### src/wmf_defines.svh
// offsets, field positions, reset values and counts of the fua write block
// assumes inclusion by the principal design file
`ifndef WMF_DEFINES_SVH
`define WMF_DEFINES_SVH
// task file and own registers, word index on the 4-bit register port
`define OFF_DATA      4'h0
`define OFF_ERROR     4'h1
`define OFF_SECCNT    4'h2
`define OFF_SECNUM    4'h3
`define OFF_CYLLO     4'h4
`define OFF_CYLHI     4'h5
`define OFF_DEVHEAD   4'h6
`define OFF_CMDSTAT   4'h7
`define OFF_DEVCTL    4'h8
`define OFF_EVENTS    4'h9
`define OFF_EVMASK    4'hA
`define OFF_BLOCKSIZE 4'hB
// command opcode
`define OP_WRITE_MULT_FUA_EXT 8'hCE
// error register fields
`define ERR_SECTOR_NOT_FOUND 4
`define ERR_CMD_ABORTED      2
// status register fields
`define ST_BSY 7
`define ST_RDY 6
`define ST_DSC 4
`define ST_DRQ 3
`define ST_ERR 0
// device control high-order-byte select
`define DEVCTL_HOB 7
// event bits
`define EV_BLOCK 0
`define EV_DONE  1
`define EV_ERROR 2
// counts and reset values
`define WORDS_PER_SECTOR 9'h100
`define ZERO_LEN_SECTORS 17'h1_0000
`define BLOCKSIZE_RST    8'h01
`define EVMASK_RST       3'h0
`endif

### src/wmf_pkg.sv
// types shared by the fua multiple write block
// assumes the defines header sits beside it
`default_nettype none
package wmf_pkg;
	// command sequencer states
	typedef enum logic [1:0] {
		ST_IDLE   = 2'b00,
		ST_XFER   = 2'b01,
		ST_COMMIT = 2'b10
	} seq_state_t;
endpackage
`default_nettype wire

### src/write_multiple_fua_ext_cmd.sv
// device-side sequencer of the 48-bit multiple write with forced commit
// assumes host strobes and media handshake are synchronous to mclk
//
// Notes on behaviour
// - host writes CEh; device decodes it as 48-bit multiple write with commit
// - combined length of zero means 65,536 sectors
// - sectors move from host to device and are then written to media
// - all data is committed to media before ending status appears
// - one interrupt per multiple block, not per sector
// - sector data passes the data register one 16-bit word per access
// - failing address shows low bytes at select 0, high bytes at select 1
// - error register holds only sector-not-found and aborted bits
// - ending status: busy, fault, corrected zero; ready, seek, error valid
`timescale 1ns/1ns
`default_nettype none
`include "wmf_defines.svh"

module write_multiple_fua_ext_cmd
	import wmf_pkg::*;
(
	input  wire logic        mclk,
	input  wire logic        rst_b,
	input  wire logic [3:0]  regAddr,
	input  wire logic [15:0] regWrData,
	input  wire logic        regWrite,
	input  wire logic        regRead,
	output logic      [15:0] regRdData,
	output logic             irq,
	output logic      [15:0] mediaWord,
	output logic             mediaWordValid,
	output logic      [47:0] mediaLba,
	output logic             mediaCommit,
	input  wire logic        mediaCommitDone,
	input  wire logic        mediaError,
	input  wire logic [47:0] mediaErrorLba
);

	logic       rstSync1;
	logic       rstSync2;
	seq_state_t state;
	seq_state_t next_state;
	logic [7:0]  secCntCur, secCntPrev;
	logic [7:0]  secNumCur, secNumPrev;
	logic [7:0]  cylLoCur, cylLoPrev;
	logic [7:0]  cylHiCur, cylHiPrev;
	logic [7:0]  devHead;
	logic [7:0]  devCtl;
	logic [7:0]  blockSize;
	logic [2:0]  events;
	logic [2:0]  evMask;
	logic        errSnf;
	logic        errAbt;
	logic        errFlag;
	logic        seekDone;
	logic [16:0] secLeft;
	logic [8:0]  wordLeft;
	logic [7:0]  blkLeft;
	logic [47:0] curLba;
	logic        cmdWrite;
	logic        startCmd;
	logic        badCmd;
	logic        wordTaken;
	logic        sectorEnd;
	logic        lastSector;
	logic        blockEnd;
	logic        failNow;
	logic        doneNow;
	logic [2:0]  eventSet;
	logic [16:0] lenReq;
	logic [7:0]  statusByte;
	logic [7:0]  errorByte;
	logic        hob;

	// reset release through two flops
	always_ff @(posedge mclk or negedge rst_b) begin
		if (!rst_b) begin
			rstSync1 <= 1'b0;
			rstSync2 <= 1'b0;
		end else begin
			rstSync1 <= 1'b1;
			rstSync2 <= rstSync1;
		end
	end

	// command decode and transfer conditions
	assign cmdWrite  = regWrite && regAddr == `OFF_CMDSTAT;
	assign startCmd  = cmdWrite && state == ST_IDLE
		&& regWrData[7:0] == `OP_WRITE_MULT_FUA_EXT;
	assign badCmd    = cmdWrite && state == ST_IDLE && !startCmd;
	assign wordTaken = state == ST_XFER && regWrite
		&& regAddr == `OFF_DATA;
	assign sectorEnd  = wordTaken && wordLeft == 9'h001;
	assign lastSector = secLeft == 17'h0_0001;
	assign blockEnd   = sectorEnd && (blkLeft == 8'h01 || lastSector);
	assign failNow    = mediaError && state != ST_IDLE;
	assign doneNow    = state == ST_COMMIT && mediaCommitDone && !failNow;
	assign hob        = devCtl[`DEVCTL_HOB];

	// zero in both count bytes asks for the largest transfer
	always_comb begin
		lenReq = {1'b0, secCntPrev, secCntCur};
		if (lenReq == 17'h0_0000) begin
			lenReq = `ZERO_LEN_SECTORS;
		end
	end

	// sequencer
	always_comb begin
		next_state = state;
		case (state)
			ST_IDLE: begin
				if (startCmd) begin
					next_state = ST_XFER;
				end
			end
			ST_XFER: begin
				if (failNow) begin
					next_state = ST_IDLE;
				end else if (sectorEnd && lastSector) begin
					next_state = ST_COMMIT;
				end
			end
			ST_COMMIT: begin
				if (failNow || mediaCommitDone) begin
					next_state = ST_IDLE;
				end
			end
			default: begin
				next_state = ST_IDLE;
			end
		endcase
	end

	always_ff @(posedge mclk or negedge rstSync2) begin
		if (!rstSync2) begin
			state <= ST_IDLE;
		end else begin
			state <= next_state;
		end
	end

	// task file bytes: a write pushes current into previous
	always_ff @(posedge mclk or negedge rstSync2) begin
		if (!rstSync2) begin
			secCntCur  <= 8'h00;
			secCntPrev <= 8'h00;
			secNumCur  <= 8'h00;
			secNumPrev <= 8'h00;
			cylLoCur   <= 8'h00;
			cylLoPrev  <= 8'h00;
			cylHiCur   <= 8'h00;
			cylHiPrev  <= 8'h00;
		end else if (failNow) begin
			// failing address and sectors not written
			{secNumPrev, secNumCur} <= {mediaErrorLba[31:24],
				mediaErrorLba[7:0]};
			{cylLoPrev, cylLoCur} <= {mediaErrorLba[39:32],
				mediaErrorLba[15:8]};
			{cylHiPrev, cylHiCur} <= {mediaErrorLba[47:40],
				mediaErrorLba[23:16]};
			{secCntPrev, secCntCur} <= secLeft[15:0];
		end else if (doneNow) begin
			secCntCur  <= 8'h00;
			secCntPrev <= 8'h00;
		end else if (regWrite && state == ST_IDLE) begin
			case (regAddr)
				`OFF_SECCNT: begin
					secCntPrev <= secCntCur;
					secCntCur  <= regWrData[7:0];
				end
				`OFF_SECNUM: begin
					secNumPrev <= secNumCur;
					secNumCur  <= regWrData[7:0];
				end
				`OFF_CYLLO: begin
					cylLoPrev <= cylLoCur;
					cylLoCur  <= regWrData[7:0];
				end
				`OFF_CYLHI: begin
					cylHiPrev <= cylHiCur;
					cylHiCur  <= regWrData[7:0];
				end
				default: begin
				end
			endcase
		end
	end

	// control registers that steer the block
	always_ff @(posedge mclk or negedge rstSync2) begin
		if (!rstSync2) begin
			devHead   <= 8'h00;
			devCtl    <= 8'h00;
			blockSize <= `BLOCKSIZE_RST;
			evMask    <= `EVMASK_RST;
		end else if (regWrite) begin
			case (regAddr)
				`OFF_DEVHEAD: devHead <= regWrData[7:0];
				`OFF_DEVCTL: devCtl <= regWrData[7:0];
				`OFF_BLOCKSIZE: begin
					if (state == ST_IDLE && regWrData[7:0] != 8'h00) begin
						blockSize <= regWrData[7:0];
					end
				end
				`OFF_EVMASK: evMask <= regWrData[2:0];
				default: begin
				end
			endcase
		end
	end

	// sector, word and block counters with running address
	always_ff @(posedge mclk or negedge rstSync2) begin
		if (!rstSync2) begin
			secLeft  <= 17'h0_0000;
			wordLeft <= 9'h000;
			blkLeft  <= 8'h00;
			curLba   <= 48'h0000_0000_0000;
		end else if (startCmd) begin
			secLeft  <= lenReq;
			wordLeft <= `WORDS_PER_SECTOR;
			blkLeft  <= blockSize;
			curLba   <= {cylHiPrev, cylLoPrev, secNumPrev,
				cylHiCur, cylLoCur, secNumCur};
		end else if (wordTaken) begin
			if (sectorEnd) begin
				secLeft  <= secLeft - 17'h0_0001;
				wordLeft <= `WORDS_PER_SECTOR;
				curLba   <= curLba + 48'h0000_0000_0001;
				blkLeft  <= blockEnd ? blockSize
					: blkLeft - 8'h01;
			end else begin
				wordLeft <= wordLeft - 9'h001;
			end
		end
	end

	// each host word goes to the media with its sector address
	always_ff @(posedge mclk or negedge rstSync2) begin
		if (!rstSync2) begin
			mediaWord      <= 16'h0000;
			mediaWordValid <= 1'b0;
			mediaLba       <= 48'h0000_0000_0000;
			mediaCommit    <= 1'b0;
		end else begin
			mediaWordValid <= wordTaken;
			mediaCommit    <= next_state == ST_COMMIT;
			if (wordTaken) begin
				mediaWord <= regWrData;
				mediaLba  <= curLba;
			end
		end
	end

	// error and status bits of the command
	always_ff @(posedge mclk or negedge rstSync2) begin
		if (!rstSync2) begin
			errSnf   <= 1'b0;
			errAbt   <= 1'b0;
			errFlag  <= 1'b0;
			seekDone <= 1'b1;
		end else if (startCmd) begin
			errSnf  <= 1'b0;
			errAbt  <= 1'b0;
			errFlag <= 1'b0;
		end else if (failNow) begin
			errSnf   <= 1'b1;
			errFlag  <= 1'b1;
			seekDone <= 1'b1;
		end else if (badCmd) begin
			errAbt  <= 1'b1;
			errFlag <= 1'b1;
		end
	end

	// busy covers the commit, so no ending status before it ends
	always_comb begin
		statusByte              = 8'h00;
		statusByte[`ST_BSY]     = state == ST_COMMIT;
		statusByte[`ST_RDY]     = 1'b1;
		statusByte[`ST_DSC]     = seekDone;
		statusByte[`ST_DRQ]     = state == ST_XFER;
		statusByte[`ST_ERR]     = errFlag;
		errorByte                        = 8'h00;
		errorByte[`ERR_SECTOR_NOT_FOUND] = errSnf;
		errorByte[`ERR_CMD_ABORTED]      = errAbt;
	end

	// sticky events: set wins over a write-one clear
	assign eventSet[`EV_BLOCK] = blockEnd && !(sectorEnd && lastSector)
		&& !failNow;
	assign eventSet[`EV_DONE]  = doneNow;
	assign eventSet[`EV_ERROR] = failNow || badCmd;

	always_ff @(posedge mclk or negedge rstSync2) begin
		if (!rstSync2) begin
			events <= 3'h0;
		end else begin
			if (regWrite && regAddr == `OFF_EVENTS) begin
				events <= (events & ~regWrData[2:0]) | eventSet;
			end else begin
				events <= events | eventSet;
			end
		end
	end

	assign irq = |(events & evMask);

	// read data one cycle after the strobe
	always_ff @(posedge mclk or negedge rstSync2) begin
		if (!rstSync2) begin
			regRdData <= 16'h0000;
		end else if (regRead) begin
			case (regAddr)
				`OFF_ERROR: regRdData <= {8'h00, errorByte};
				`OFF_SECCNT: regRdData <= {8'h00,
					hob ? secCntPrev : secCntCur};
				`OFF_SECNUM: regRdData <= {8'h00,
					hob ? secNumPrev : secNumCur};
				`OFF_CYLLO: regRdData <= {8'h00,
					hob ? cylLoPrev : cylLoCur};
				`OFF_CYLHI: regRdData <= {8'h00,
					hob ? cylHiPrev : cylHiCur};
				`OFF_DEVHEAD: regRdData <= {8'h00, devHead};
				`OFF_CMDSTAT: regRdData <= {8'h00, statusByte};
				`OFF_DEVCTL: regRdData <= {8'h00, devCtl};
				`OFF_EVENTS: regRdData <= {13'h0000, events};
				`OFF_EVMASK: regRdData <= {13'h0000, evMask};
				`OFF_BLOCKSIZE: regRdData <= {8'h00, blockSize};
				default: regRdData <= 16'h0000;
			endcase
		end else begin
			regRdData <= 16'h0000;
		end
	end

endmodule // write_multiple_fua_ext_cmd

`default_nettype wire

### config.mk
export PLATFORM = sky130hd
export DESIGN_NAME = write_multiple_fua_ext_cmd
export DESIGN_NICKNAME = d
export VERILOG_FILES = /design/src/wmf_pkg.sv /design/src/write_multiple_fua_ext_cmd.sv
export VERILOG_INCLUDE_DIRS = /design/src /design/src/src
export SDC_FILE = /design/constraint.sdc
export NUM_CORES = 1
export LEC_CHECK = 0
export ABC_AREA = 1
export BUFFER_PORTS_ARGS = -buffer_cell sky130_fd_sc_hd__buf_2
export CAP_MARGIN = 20
export CELL_PAD_IN_SITES_DETAIL_PLACEMENT = 0
export CELL_PAD_IN_SITES_GLOBAL_PLACEMENT = 2
export CORE_AREA = 2 2 216 218
export CTS_CLUSTER_SIZE = 14
export DETAILED_ROUTE_END_ITERATION = 12
export DIE_AREA = 0 0 218 220
export PLACE_DENSITY_LB_ADDON = 0.1
export SLEW_MARGIN = 20
export SYNTH_ARGS = -nofsm -noshare
export SYNTH_HDL_FRONTEND = slang
export SYNTH_SLANG_ARGS = --single-unit
### constraint.sdc
create_clock -name mclk -period 8.2 [get_ports mclk]
set_clock_uncertainty 0.2 [all_clocks]
set_input_delay 0.41 -clock mclk [delete_from_list [all_inputs] [get_ports mclk]]
set_output_delay 0.41 -clock mclk [all_outputs]
set_load 0.005 [all_outputs]
[Yosys cells after proc, flatten, opt, wreduce, memory -nomap -nowiden]
Cells that the tools add are included.
Storage, ports and cells
  input port bits: 74
  bits in registers: 265
  logic and storage cells: 172
  output and inout port bits: 83
Operators by class
  reductions and logical operators: 50
  bitwise logic cells: 5
  equal/unequal tests: 20
  add/subtract/negate cells: 4
  mux-type cells: 65
Operators with widths (count)
  two-way mux 8 bit: 40
  two-way mux 48 bit: 3
  case mux 8 bit (11 select lines): 1
  two-way mux 17 bit: 4
  adder 48 x 1 -> 48 bit (second input constant): 1
  two-way mux 9 bit: 3
  nonzero test 2 bit: 9
  == test 17 x 1 -> 1 bit (second input constant): 1
  logical AND 1 bit: 17
  subtractor 17 x 1 -> 17 bit (second input constant): 1
  == test 4 x 3 -> 1 bit (second input constant): 4
  == test 4 bit (second input constant): 4
  zero test 16 bit: 1
  two-way mux 16 bit: 1
  AND reduction 2 bit: 6
  AND reduction 3 bit: 4
  == test 9 x 1 -> 1 bit (second input constant): 1
  nonzero test 3 bit: 3
  subtractor 9 x 1 -> 9 bit (second input constant): 1
  == test 4 x 2 -> 1 bit (second input constant): 2
  == test 8 x 1 -> 1 bit (second input constant): 1
  == test 8 bit (second input constant): 1
  two-way mux 2 bit: 4
  nonzero test 8 bit: 1
  16 further kinds: 30

[Depth between registers and ports, before layout]
Gate-level depths: netlist of the first run.
  word-level depth: 10
  gate-level depth with buffers: 14
  depth with buffers taken out: 13

[Least setup slack after synthesis of the first run]
OpenSTA, ideal clock, no wires.
  kind: input to register
  from: input port regAddr[2]
  to: register secLeft[3]
  library setup time: 0.135 ns
  cell stages on the path: 9
  data arrival time: 1.616 ns
  path buffers: 2
  required time: 7.865 ns
  slack: 6.249 ns
  path through: inv_1 ha_1 nand4_1 nor2_4 nand2_1 buf_2 buf_6 o211ai_1 o211ai_1
Between the ends
  elaborated cells on any way between the ends: 11
  classes of those cells: 1 x eq/ne; 1 x mux; 9 x reduce/logical
RTL lines
  start: declaration: line write_multiple_fua_ext_cmd.sv:23  | input wire logic [3:0] regAddr,
  zero test 4 bit (no line) (*)
  logical AND 1 bit (no line) (*)
  net wordTaken: line write_multiple_fua_ext_cmd.sv:62  | logic wordTaken;
  logical AND 1 bit: line write_multiple_fua_ext_cmd.sv:92  | assign sectorEnd = wordTaken && wordLeft == 9'h001;
  nonzero test 2 bit (no line)
  AND reduction 2 bit (no line) (*)
  end signal: assignment: line write_multiple_fua_ext_cmd.sv:220  | secLeft <= lenReq;
  end signal: assignment: line write_multiple_fua_ext_cmd.sv:227  | secLeft <= secLeft - 17'h0_0001;
  end: declaration: line write_multiple_fua_ext_cmd.sv:55  | logic [16:0] secLeft;
Mark *: on every way through the listed nets, which the timed path passes. The rest lies on a longest branch.
A chain may end at the register's enable or synchronous reset.

[Worst setup path after layout of the first run]
  from: register state[0]
  to: register secLeft[11]
Between the ends
  longest elaborated chain between the ends: 6
  elaborated cells on any way between the ends: 11
  classes of those cells: 1 x eq/ne; 1 x mux; 9 x reduce/logical
RTL lines
  start: declaration: line write_multiple_fua_ext_cmd.sv:40  | seq_state_t state;
  start signal: assignment: line write_multiple_fua_ext_cmd.sv:138  | state <= next_state;
  == test 2 x 1 -> 1 bit: line write_multiple_fua_ext_cmd.sv:90  | assign wordTaken = state == ST_XFER && regWrite
  logical AND 1 bit: line write_multiple_fua_ext_cmd.sv:90
  logical AND 1 bit (no line)
  logical AND 1 bit: line write_multiple_fua_ext_cmd.sv:92
  nonzero test 2 bit (no line)
  AND reduction 2 bit (no line)
Parallel ways exist; a longest one is shown, timed or not.

==> run_results.csv, run 1 <==
group,metric,value,unit
cells_and_area,area.growth.synth_to_final,20.91,%
clocking,cts_tree,"done",
logic_synthesis,post_synth.cell_area_avg,7.238,µm²
placement,dpl_cell_area,15260,µm²
cells_and_area,layout-drive-gt1-share,11.62,%
global_routing,grt_antenna_before_repair,2,
logic_synthesis,synth_top_cell_by_area,"sky130_fd_sc_hd__dfrtp_1",
logic_synthesis,synth_area_leaders,"sky130_fd_sc_hd__dfrtp_1 (46%), sky130_fd_sc_hd__nand2_1 (17%), sky130_fd_sc_hd__nor2_1 (6.3%)",
routing,ant_nets,0,
cells_and_area,layout.cells.most_common,"sky130_fd_sc_hd__nand2_1",
setup_path,setup.worst_path.start_class,"flip-flop",
clocking,cts_max_level,2,
logic_synthesis,synth_largest_type_area_fraction,45.65,%
routing,firstDrtPassIters,5,
clocking,clockBufferDepth,3,
sta,fin_hold_ws,-0.01174,ns
cells_and_area,filler_cell_count,4997,
clocking,clock_insertion_delay_worst_skew,0.56,ns
power_and_ir_drop,pwr_density_cell,204.6,nW/µm²
clocking,clock-root-buffer,"sky130_fd_sc_hd__clkbuf_16",
cells_and_area,final_net_count,2202,
cells_and_area,n_antenna_cell,0,
global_routing,grt_start_max_net_pins,74,
routing,number_of_vias_per_cell_after_detailed_routing,5.005,
global_routing,grt_pass1_vias,13280,
global_routing,total_global_routing_track_utilization,24.58,%
power_and_ir_drop,power_total,3472,µW
sta,slew_violations,0,
sta,grt_setup_unrepaired,"false",
setup_path,crit_type,"reg2reg",
logic_synthesis,yosys_warnings,0,
job,max_cap_viol_count,0,
sta,worst_slack,5.224,ns
power_and_ir_drop,leakage,0.008345,µW
routing,wl_per_cell,21.37,µm
setup_path,worst_ep_arrival_time,3.26,ns
routing,drt-initial-drc-count,1001,
hold_path,worstHoldPathType,"reg2async",
logic_synthesis,post_synth_num_cell_types,54,
floorplanning,die_w,218,µm
logic_synthesis,post_synth_edffs,0,
routing,post-route-drc-count,0,
sta,tightestPinTransition,0.9979,ns
sta,timing_hold_violations_final,15,
status,status,"finished, violations left",
floorplanning,die_area,47960,µm²
power_and_ir_drop,worst_ir_drop_vdd,0.00008489,V
sta,final_period_minus_worst_setup_slack,2.976,ns
floorplanning,placementRows,79,
status,violations,"hold timing",
sta,setup_viol,0,
clocking,cts_setup_buffers,0,
setup_path,endpoint_kind,"flip-flop",
floorplanning,i_o_pins,157,
global_routing,global_route_wire_length_before_repair,86.35,mm
placement,dp_slack,5.127,ns
logic_synthesis,async_reset_ff_share,100.0,%
sta,period_share,36.29,%
sta,slew_headroom,33.29,%
cells_and_area,layout.cells.most_common_list,"sky130_fd_sc_hd__nand2_1 (630), sky130_fd_sc_hd__dfrtp_1 (255), sky130_fd_sc_hd__nor2_1 (232), sky130_fd_sc_hd__inv_1 (181), sky130_fd_sc_hd__o21ai_0 (174)",
logic_synthesis,synthesis.area,14030,µm²
placement,gpl.final_weighted_congestion,0.8740,
logic_synthesis,synth.ff_latch_count,257,
global_routing,grt_overflow,0,
logic_synthesis,seq_area_frac_synth,45.83,%
placement,hpwlAfterDp,42.73,mm
clocking,numCtsBuffers,34,
setup_path,worstPathRequired,8.48,ns
setup_path,worstPathMaxFanout,43,
sta,max_freq,0.3360,GHz
routing,routed_wl,58.78,mm
cells_and_area,final_design_area_no_fill,16970,µm²
floorplanning,initial_utilization,30.60,%
floorplanning,die_h,220,µm
sta,total_negative_setup_slack,0,ns
placement,buffer_ports.inserted,148,
clocking,clkTransAtPathRegs,0.06,ns
logic_synthesis,ys.flop_type,"sky130_fd_sc_hd__dfrtp_1",
routing,num_vias,13760,
cells_and_area,finish.utilization,37.00,%
floorplanning,floorplan.core_area,45860,µm²
logic_synthesis,postSynthCellCount,1939,
clocking,clock_tree_sinks,257,
per-layer routing:
metal / up-vias / GRT usage [%] / wire length (µm)
li1: 6650 / - / -
met1: 6649 / 31.90 / 25660
met2: 373 / 41.62 / 28150
met3: 87 / 3.395 / 2881
met4: 4 / 9.138 / 2056
met5: - / 0 / 28
power breakdown:
part	leakage [µW]	switching, µW	internal, µW	total, µW
registers	0.00324	131	1390	1520
logic	0.00455	257	136	393
clock network	0.000559	617	946	1560
total	0.00834	1000	2470	3470
cell type report:
type	count	area [µm²]	share of cell area, %
Multi-Input combinational cell	1418	6507	38.35
Sequential cell	257	6436	37.93
Timing Repair Buffer	219	1414	8.332
Clock buffer	49	1001	5.898
Tap cell	607	759.5	4.475
Inverter	188	708.2	4.173
Clock inverter	12	143.9	0.8479
metrics by stage:
stage | cells | hold slack (ns)
floorplan | 1946 | -0.08559
global placement | 2633 | 0.0003589
global route | 2750 | 0.01699
CTS | 2750 | 0.003793
finish | 2750 | -0.01174
detailed placement | 2633 | 0.005048
cell families (layout without fill, tap and decap cells):
kind of cell	after synthesis	in the layout	synth area share [%]
DFF	257	257	45.83
xor gates and xnor gates	12	12	0.7489
and+or+nand+nor	1069	1069	31.47
buffers and inverters	271	468	8.122
other	2	9	0.05351
AOI/OAI and AO/OA	318	318	12.88
adders and majority gates	10	10	0.8915
state kept, by name (all words and copies together), names as in the netlist, 2 cells and up:
register	count
secCntCur	8
blkLeft	8
secNumPrev	8
secLeft	17
evMask	3
secCntPrev	8
blockSize	8
mediaLba	48
devCtl	8
events	3
cylLoCur	8
devHead	8
cylLoPrev	8
regRdData	8
wordLeft	9
state	2
mediaWord	16
cylHiPrev	8
curLba	48
secNumCur	8
cylHiCur	8
path summary, 6_finish.rpt:
path / start / end / slack (ns) / cells after the start
min: rstSync2 / secLeft[0] / -0.01 / 0
max reg2reg: state[0] / secLeft[11] / 5.22 / 9
min reg2reg: rstSync2 / secLeft[0] / -0.01 / 0
max in group asynchronous: rstSync2 / curLba[46] / 5.83 / 2
min in group mclk: mediaErrorLba[39] / cylLoPrev[7] / 0.01 / 3
max: state[0] / secLeft[11] / 5.22 / 9
synthesized netlist by cell type, types with 16 or more instances:
cell type	n
sky130_fd_sc_hd__nor3_1	24
sky130_fd_sc_hd__nand3_1	112
sky130_fd_sc_hd__inv_1	181
sky130_fd_sc_hd__nor2_1	234
sky130_fd_sc_hd__nand2_1	630
sky130_fd_sc_hd__nand4_1	34
sky130_fd_sc_hd__a31oi_1	39
sky130_fd_sc_hd__o21ai_0	174
sky130_fd_sc_hd__dfrtp_1	256
sky130_fd_sc_hd__o211ai_1	16
sky130_fd_sc_hd__clkbuf_1	28
sky130_fd_sc_hd__o22ai_1	26
sky130_fd_sc_hd__buf_2	35
sky130_fd_sc_hd__a21oi_1	27
critical path, cell delays in order, from the launching register on:
cell and delay [ns]:
sky130_fd_sc_hd__dfrtp_1 0.41, sky130_fd_sc_hd__nor2_1 0.23, sky130_fd_sc_hd__nand2_1 0.30, sky130_fd_sc_hd__nor2_4 0.23
sky130_fd_sc_hd__nand2_4 0.26, sky130_fd_sc_hd__inv_4 0.56, sky130_fd_sc_hd__nand2_2 0.30, sky130_fd_sc_hd__o21ai_0 0.22
sky130_fd_sc_hd__nand2_1 0.07, sky130_fd_sc_hd__nand2_1 0.08
what timing repair did:
item / in CTS / in global routing
endpoints found under the hold margin: 55 / 0
resized for setup: 0 / 0
hold buffers: 56 / 0
Note: power is estimated with default switching activity, not from simulation.
==> inputs of run 2 (changes only) <==
- ABC_AREA: 1 -> 0
- CORE_AREA: 2 2 216 218 -> 2 2 200 202
- DIE_AREA: 0 0 218 220 -> 0 0 202 204
- clock period: 8.2 -> 2.4 ns (I/O delays scaled with it)
==> run 2 against run 1 <==
Net effect:
- the run ends with setup timing left
- hold slack better by 0.065 ns
- die area down 14%
- global-route usage down 0.93 points
- largest cell class is now registers
- largest power group unchanged
==> run_results.csv, run 2 <==
group,metric,value,unit
sta,final_period_minus_worst_setup_slack,2.482,ns
logic_synthesis,postSynthCellCount,1394,
status,status,"finished, violations left",
placement,hpwlAfterDp,35.47,mm
logic_synthesis,synth_top_cell_by_area,"sky130_fd_sc_hd__dfrtp_1",
setup_path,worst_ep_arrival_time,2.70,ns
floorplanning,i_o_pins,157,
setup_path,cpLargestDelayFamily,"simple AND/OR/NAND/NOR gates",
cells_and_area,largestRegisters,"curLba x48, mediaLba x48, secLeft x17",
cells_and_area,n_antenna_cell,0,
clocking,clockBufferDepth,3,
floorplanning,floorplan.core_area,39180,µm²
logic_synthesis,post_synth_num_cell_types,78,
clocking,cts_tree,"done",
power_and_ir_drop,clock_power_share,45.9,%
routing,post-route-drc-count,0,
sta,tightestPinTransition,0.6040,ns
job,max_cap_viol_count,0,
routing,firstDrtPassIters,5,
power_and_ir_drop,internal-power,8860,µW
logic_synthesis,synthXorXnorAreaFrac,3.980,%
logic_synthesis,synth.ff_latch_count,257,
power_and_ir_drop,power.share.combinational,10.9,%
power_and_ir_drop,leakage,0.008488,µW
logic_synthesis,yosys_warnings,0,
clocking,clkTransAtPathRegs,0.06,ns
logic_synthesis,synth_area_leaders,"sky130_fd_sc_hd__dfrtp_1 (50%), sky130_fd_sc_hd__nand2_1 (10%), sky130_fd_sc_hd__o21ai_0 (4.4%)",
routing,ant_nets,0,
logic_synthesis,synth.top_cells.by_count,"sky130_fd_sc_hd__nand2_1 (354), sky130_fd_sc_hd__dfrtp_1 (256), sky130_fd_sc_hd__o21ai_0 (112)",
hold_path,holdPathStages,6,
logic_synthesis,ys.flop_type,"sky130_fd_sc_hd__dfrtp_1",
sta,worst_slack,-0.08228,ns
global_routing,grt_pass1_vias,11740,
power_and_ir_drop,total_switching_power,3186,µW
cells_and_area,area.growth.synth_to_final,37.29,%
setup_path,crit_type,"reg2reg",
global_routing,grt_start_max_net_pins,62,
setup_path,worst-path-buf-inv,0,
cells_and_area,finish.utilization,44.72,%
power_and_ir_drop,p_seq_share,43.2,%
cells_and_area,filler_cell_count,3894,
global_routing,total_global_routing_track_utilization,23.65,%
logic_synthesis,synth_largest_type_area_fraction,50.19,%
sta,total_negative_setup_slack,-0.4370,ns
status,violations,"setup timing",
routing,number_of_vias_per_cell_after_detailed_routing,5.131,
logic_synthesis,post_synth_and_or_nand_nor_area_fraction,21.91,%
hold_path,worstHoldPathType,"in2reg",
setup_path,setup.worst_path.start_class,"flip-flop",
clocking,clock_insertion_delay_worst_skew,0.54,ns
logic_synthesis,synth.most_common_cell,"sky130_fd_sc_hd__nand2_1",
logic_synthesis,synthesis.area,12760,µm²
logic_synthesis,dominant_combinational_cell_family_by_area_after_synthesis,"simple AND/OR/NAND/NOR gates",
logic_synthesis,async_reset_ff_share,100.0,%
clocking,clock_tree_sinks,257,
logic_synthesis,seq_area_frac_synth,50.39,%
floorplanning,die_h,204,µm
sta,setup_viol,10,
routing,routed_wl,48.73,mm
cells_and_area,final_net_count,1796,
setup_path,timing.rr.end,"blkLeft[4]",
floorplanning,die_area,41210,µm²
logic_synthesis,post_synth_edffs,0,
routing,drt-initial-drc-count,855,
power_and_ir_drop,power_total,12050,µW
global_routing,grt_antenna_before_repair,0,
setup_path,reg2reg_slack,-0.08,ns
logic_synthesis,synth_mux_area_share,5.930,%
clocking,numCtsBuffers,34,
placement,gpl.final_weighted_congestion,0.8850,
cells_and_area,layout.cells.most_common,"sky130_fd_sc_hd__nand2_1",
cells_and_area,layout.cells.most_common_list,"sky130_fd_sc_hd__nand2_1 (351), sky130_fd_sc_hd__dfrtp_1 (255), sky130_fd_sc_hd__buf_2 (148), sky130_fd_sc_hd__buf_4 (124), sky130_fd_sc_hd__o21ai_0 (103)",
logic_synthesis,post_synth.cell_area_avg,9.157,µm²
setup_path,timing.reg2reg.worst_path_depth,6,
logic_synthesis,synth_compound_area_share,12.69,%
setup_path,slowest_stage,"sky130_fd_sc_hd__or4b_4",
hold_path,min-delay-start,"regAddr[3]",
placement,buffer_ports.inserted,148,
floorplanning,placementRows,73,
setup_path,worstReg2RegStart,"secLeft[5]",
power_and_ir_drop,p_sw_share,26.45,%
floorplanning,initial_utilization,32.58,%
global_routing,grt_overflow,0,
setup_path,worstPathRequired,2.62,ns
setup_path,crit_path_max_incr_delay,0.60,ns
setup_path,worstPathMaxFanout,4,
power_and_ir_drop,pwr_density_cell,687.4,nW/µm²
sta,slew_headroom,59.36,%
clocking,clock-root-buffer,"sky130_fd_sc_hd__clkbuf_16",
sta,timing_hold_violations_final,0,
logic_synthesis,synth-adder-area-share,0.9802,%
global_routing,global_route_wire_length_before_repair,73.83,mm
sta,max_freq,0.4029,GHz
routing,num_vias,11610,
sta,grt_setup_unrepaired,"true",
hold_path,hold_end,"regRdData[3]",
routing,wl_per_cell,21.53,µm
sta,period_share,103.4,%
floorplanning,die_w,202,µm
clocking,cts_max_level,2,
setup_path,crit_path_cell_trace,"or4_4 > or4b_4 > o211a_4 > a22o_1 > a21oi_2 > o21ai_1",
sta,slew_violations,0,
power_and_ir_drop,worst_ir_drop_vdd,0.0004539,V
setup_path,endpoint_kind,"flip-flop",
cells_and_area,layout-drive-gt1-share,27.33,%
-- run 2: changes by cell type after synthesis, moves of 30 or more --
cell / change
sky130_fd_sc_hd__xnor2_1: +43
sky130_fd_sc_hd__buf_2: -30
sky130_fd_sc_hd__inv_1: -157
sky130_fd_sc_hd__nand3_1: -78
sky130_fd_sc_hd__o21ai_0: -62
sky130_fd_sc_hd__nand2_1: -276
sky130_fd_sc_hd__nor2_1: -157
sky130_fd_sc_hd__mux2_2: +45
sky130_fd_sc_hd__clkbuf_1: +45
-- run 2: final cells by class --
type / count / area (µm²) / area share, %
clock inverters: 12 / 160.2 / 0.9139
well taps: 525 / 656.9 / 3.748
clock buffers: 50 / 1065 / 6.076
multi-input cells: 1025 / 6246 / 35.64
flip-flops and latches: 257 / 6436 / 36.73
repair buffers: 370 / 2870 / 16.38
inverters: 24 / 90.09 / 0.5141
-- run 2: metrics by stage --
step / instance area (µm²) / instances / hold slack (ns) / setup slack [ns]
2_1_floorplan: 12790 / 1401 / -0.3756 / -0.3789
3_3_place_gp: 15080 / 2120 / -0.2936 / -0.05252
3_5_place_dp: 15080 / 2120 / -0.2912 / -0.08391
4_1_cts: 17060 / 2255 / 0.03163 / -0.07417
5_1_grt: 17520 / 2263 / 0.1051 / -0.1688
6_report: 17520 / 2263 / 0.05348 / -0.08228
-- run 2: how the worst max path moves through the flow --
stage / from / endpoint / slack [ns] / cells after the start
6_report: secLeft[5] / blkLeft[4] / -0.08 / 6
5_1_grt: wordLeft[1] / secLeft[10] / -0.17 / 12
4_1_cts: secLeft[5] / blkLeft[4] / -0.07 / 6
3_5_place_dp: regAddr[2] / secLeft[4] / -0.08 / 10
3_3_place_gp: secLeft[5] / blkLeft[4] / -0.05 / 6
2_1_floorplan: rstSync2 / blkLeft[0] / -0.38 / 0
-- run 2: per-layer routing --
layer | up-vias | wire length [µm] | global-route usage (%)
met2 | 307 | 22840 | 38.03
met5 | - | 0 | 0
li1 | 5482 | - | -
met3 | 67 | 2148 | 3.316
met4 | 0 | 1238 | 7.379
met1 | 5756 | 22510 | 33.01
-- run 2: cell families after synthesis --
family / count (synthesis)
adders and majority gates: 10
buffers and inverters: 119
muxes: 70
AOI/OAI and AO/OA: 262
and+or+nand+nor: 616
DFF: 257
other: 2
xor gates and xnor gates: 58
-- run 2: worst register-to-register path, delay by kind of cell, from the launching register on --
kind / cells / cell delay [ns]
and+or+nand+nor: 2 / 1.14
AOI/OAI and AO/OA: 4 / 0.66
DFF: 1 / 0.38
-- run 2: timing repair --
| action | 4_1_cts | 5_1_grt |
|---|---|---|
| endpoints found under the setup margin | 18 | 37 |
| hold endpoints to repair | 111 | 0 |
| hold buffers | 72 | 0 |
| buffers inserted | 1 | 5 |
| resized for setup | 8 | 75 |
| gates cloned | 0 | 3 |
| pin swaps | 2 | 20 |
-- run 2: power by group through the flow --
stage	logic, µW	registers, µW	clock network, µW
6_report	1320	5200	5530
5_1_grt	1450	5240	5870
4_1_cts	1330	5200	5670
3_5_place_dp	1230	5270	0
3_3_place_gp	1210	5270	0
2_1_floorplan	669	5080	0
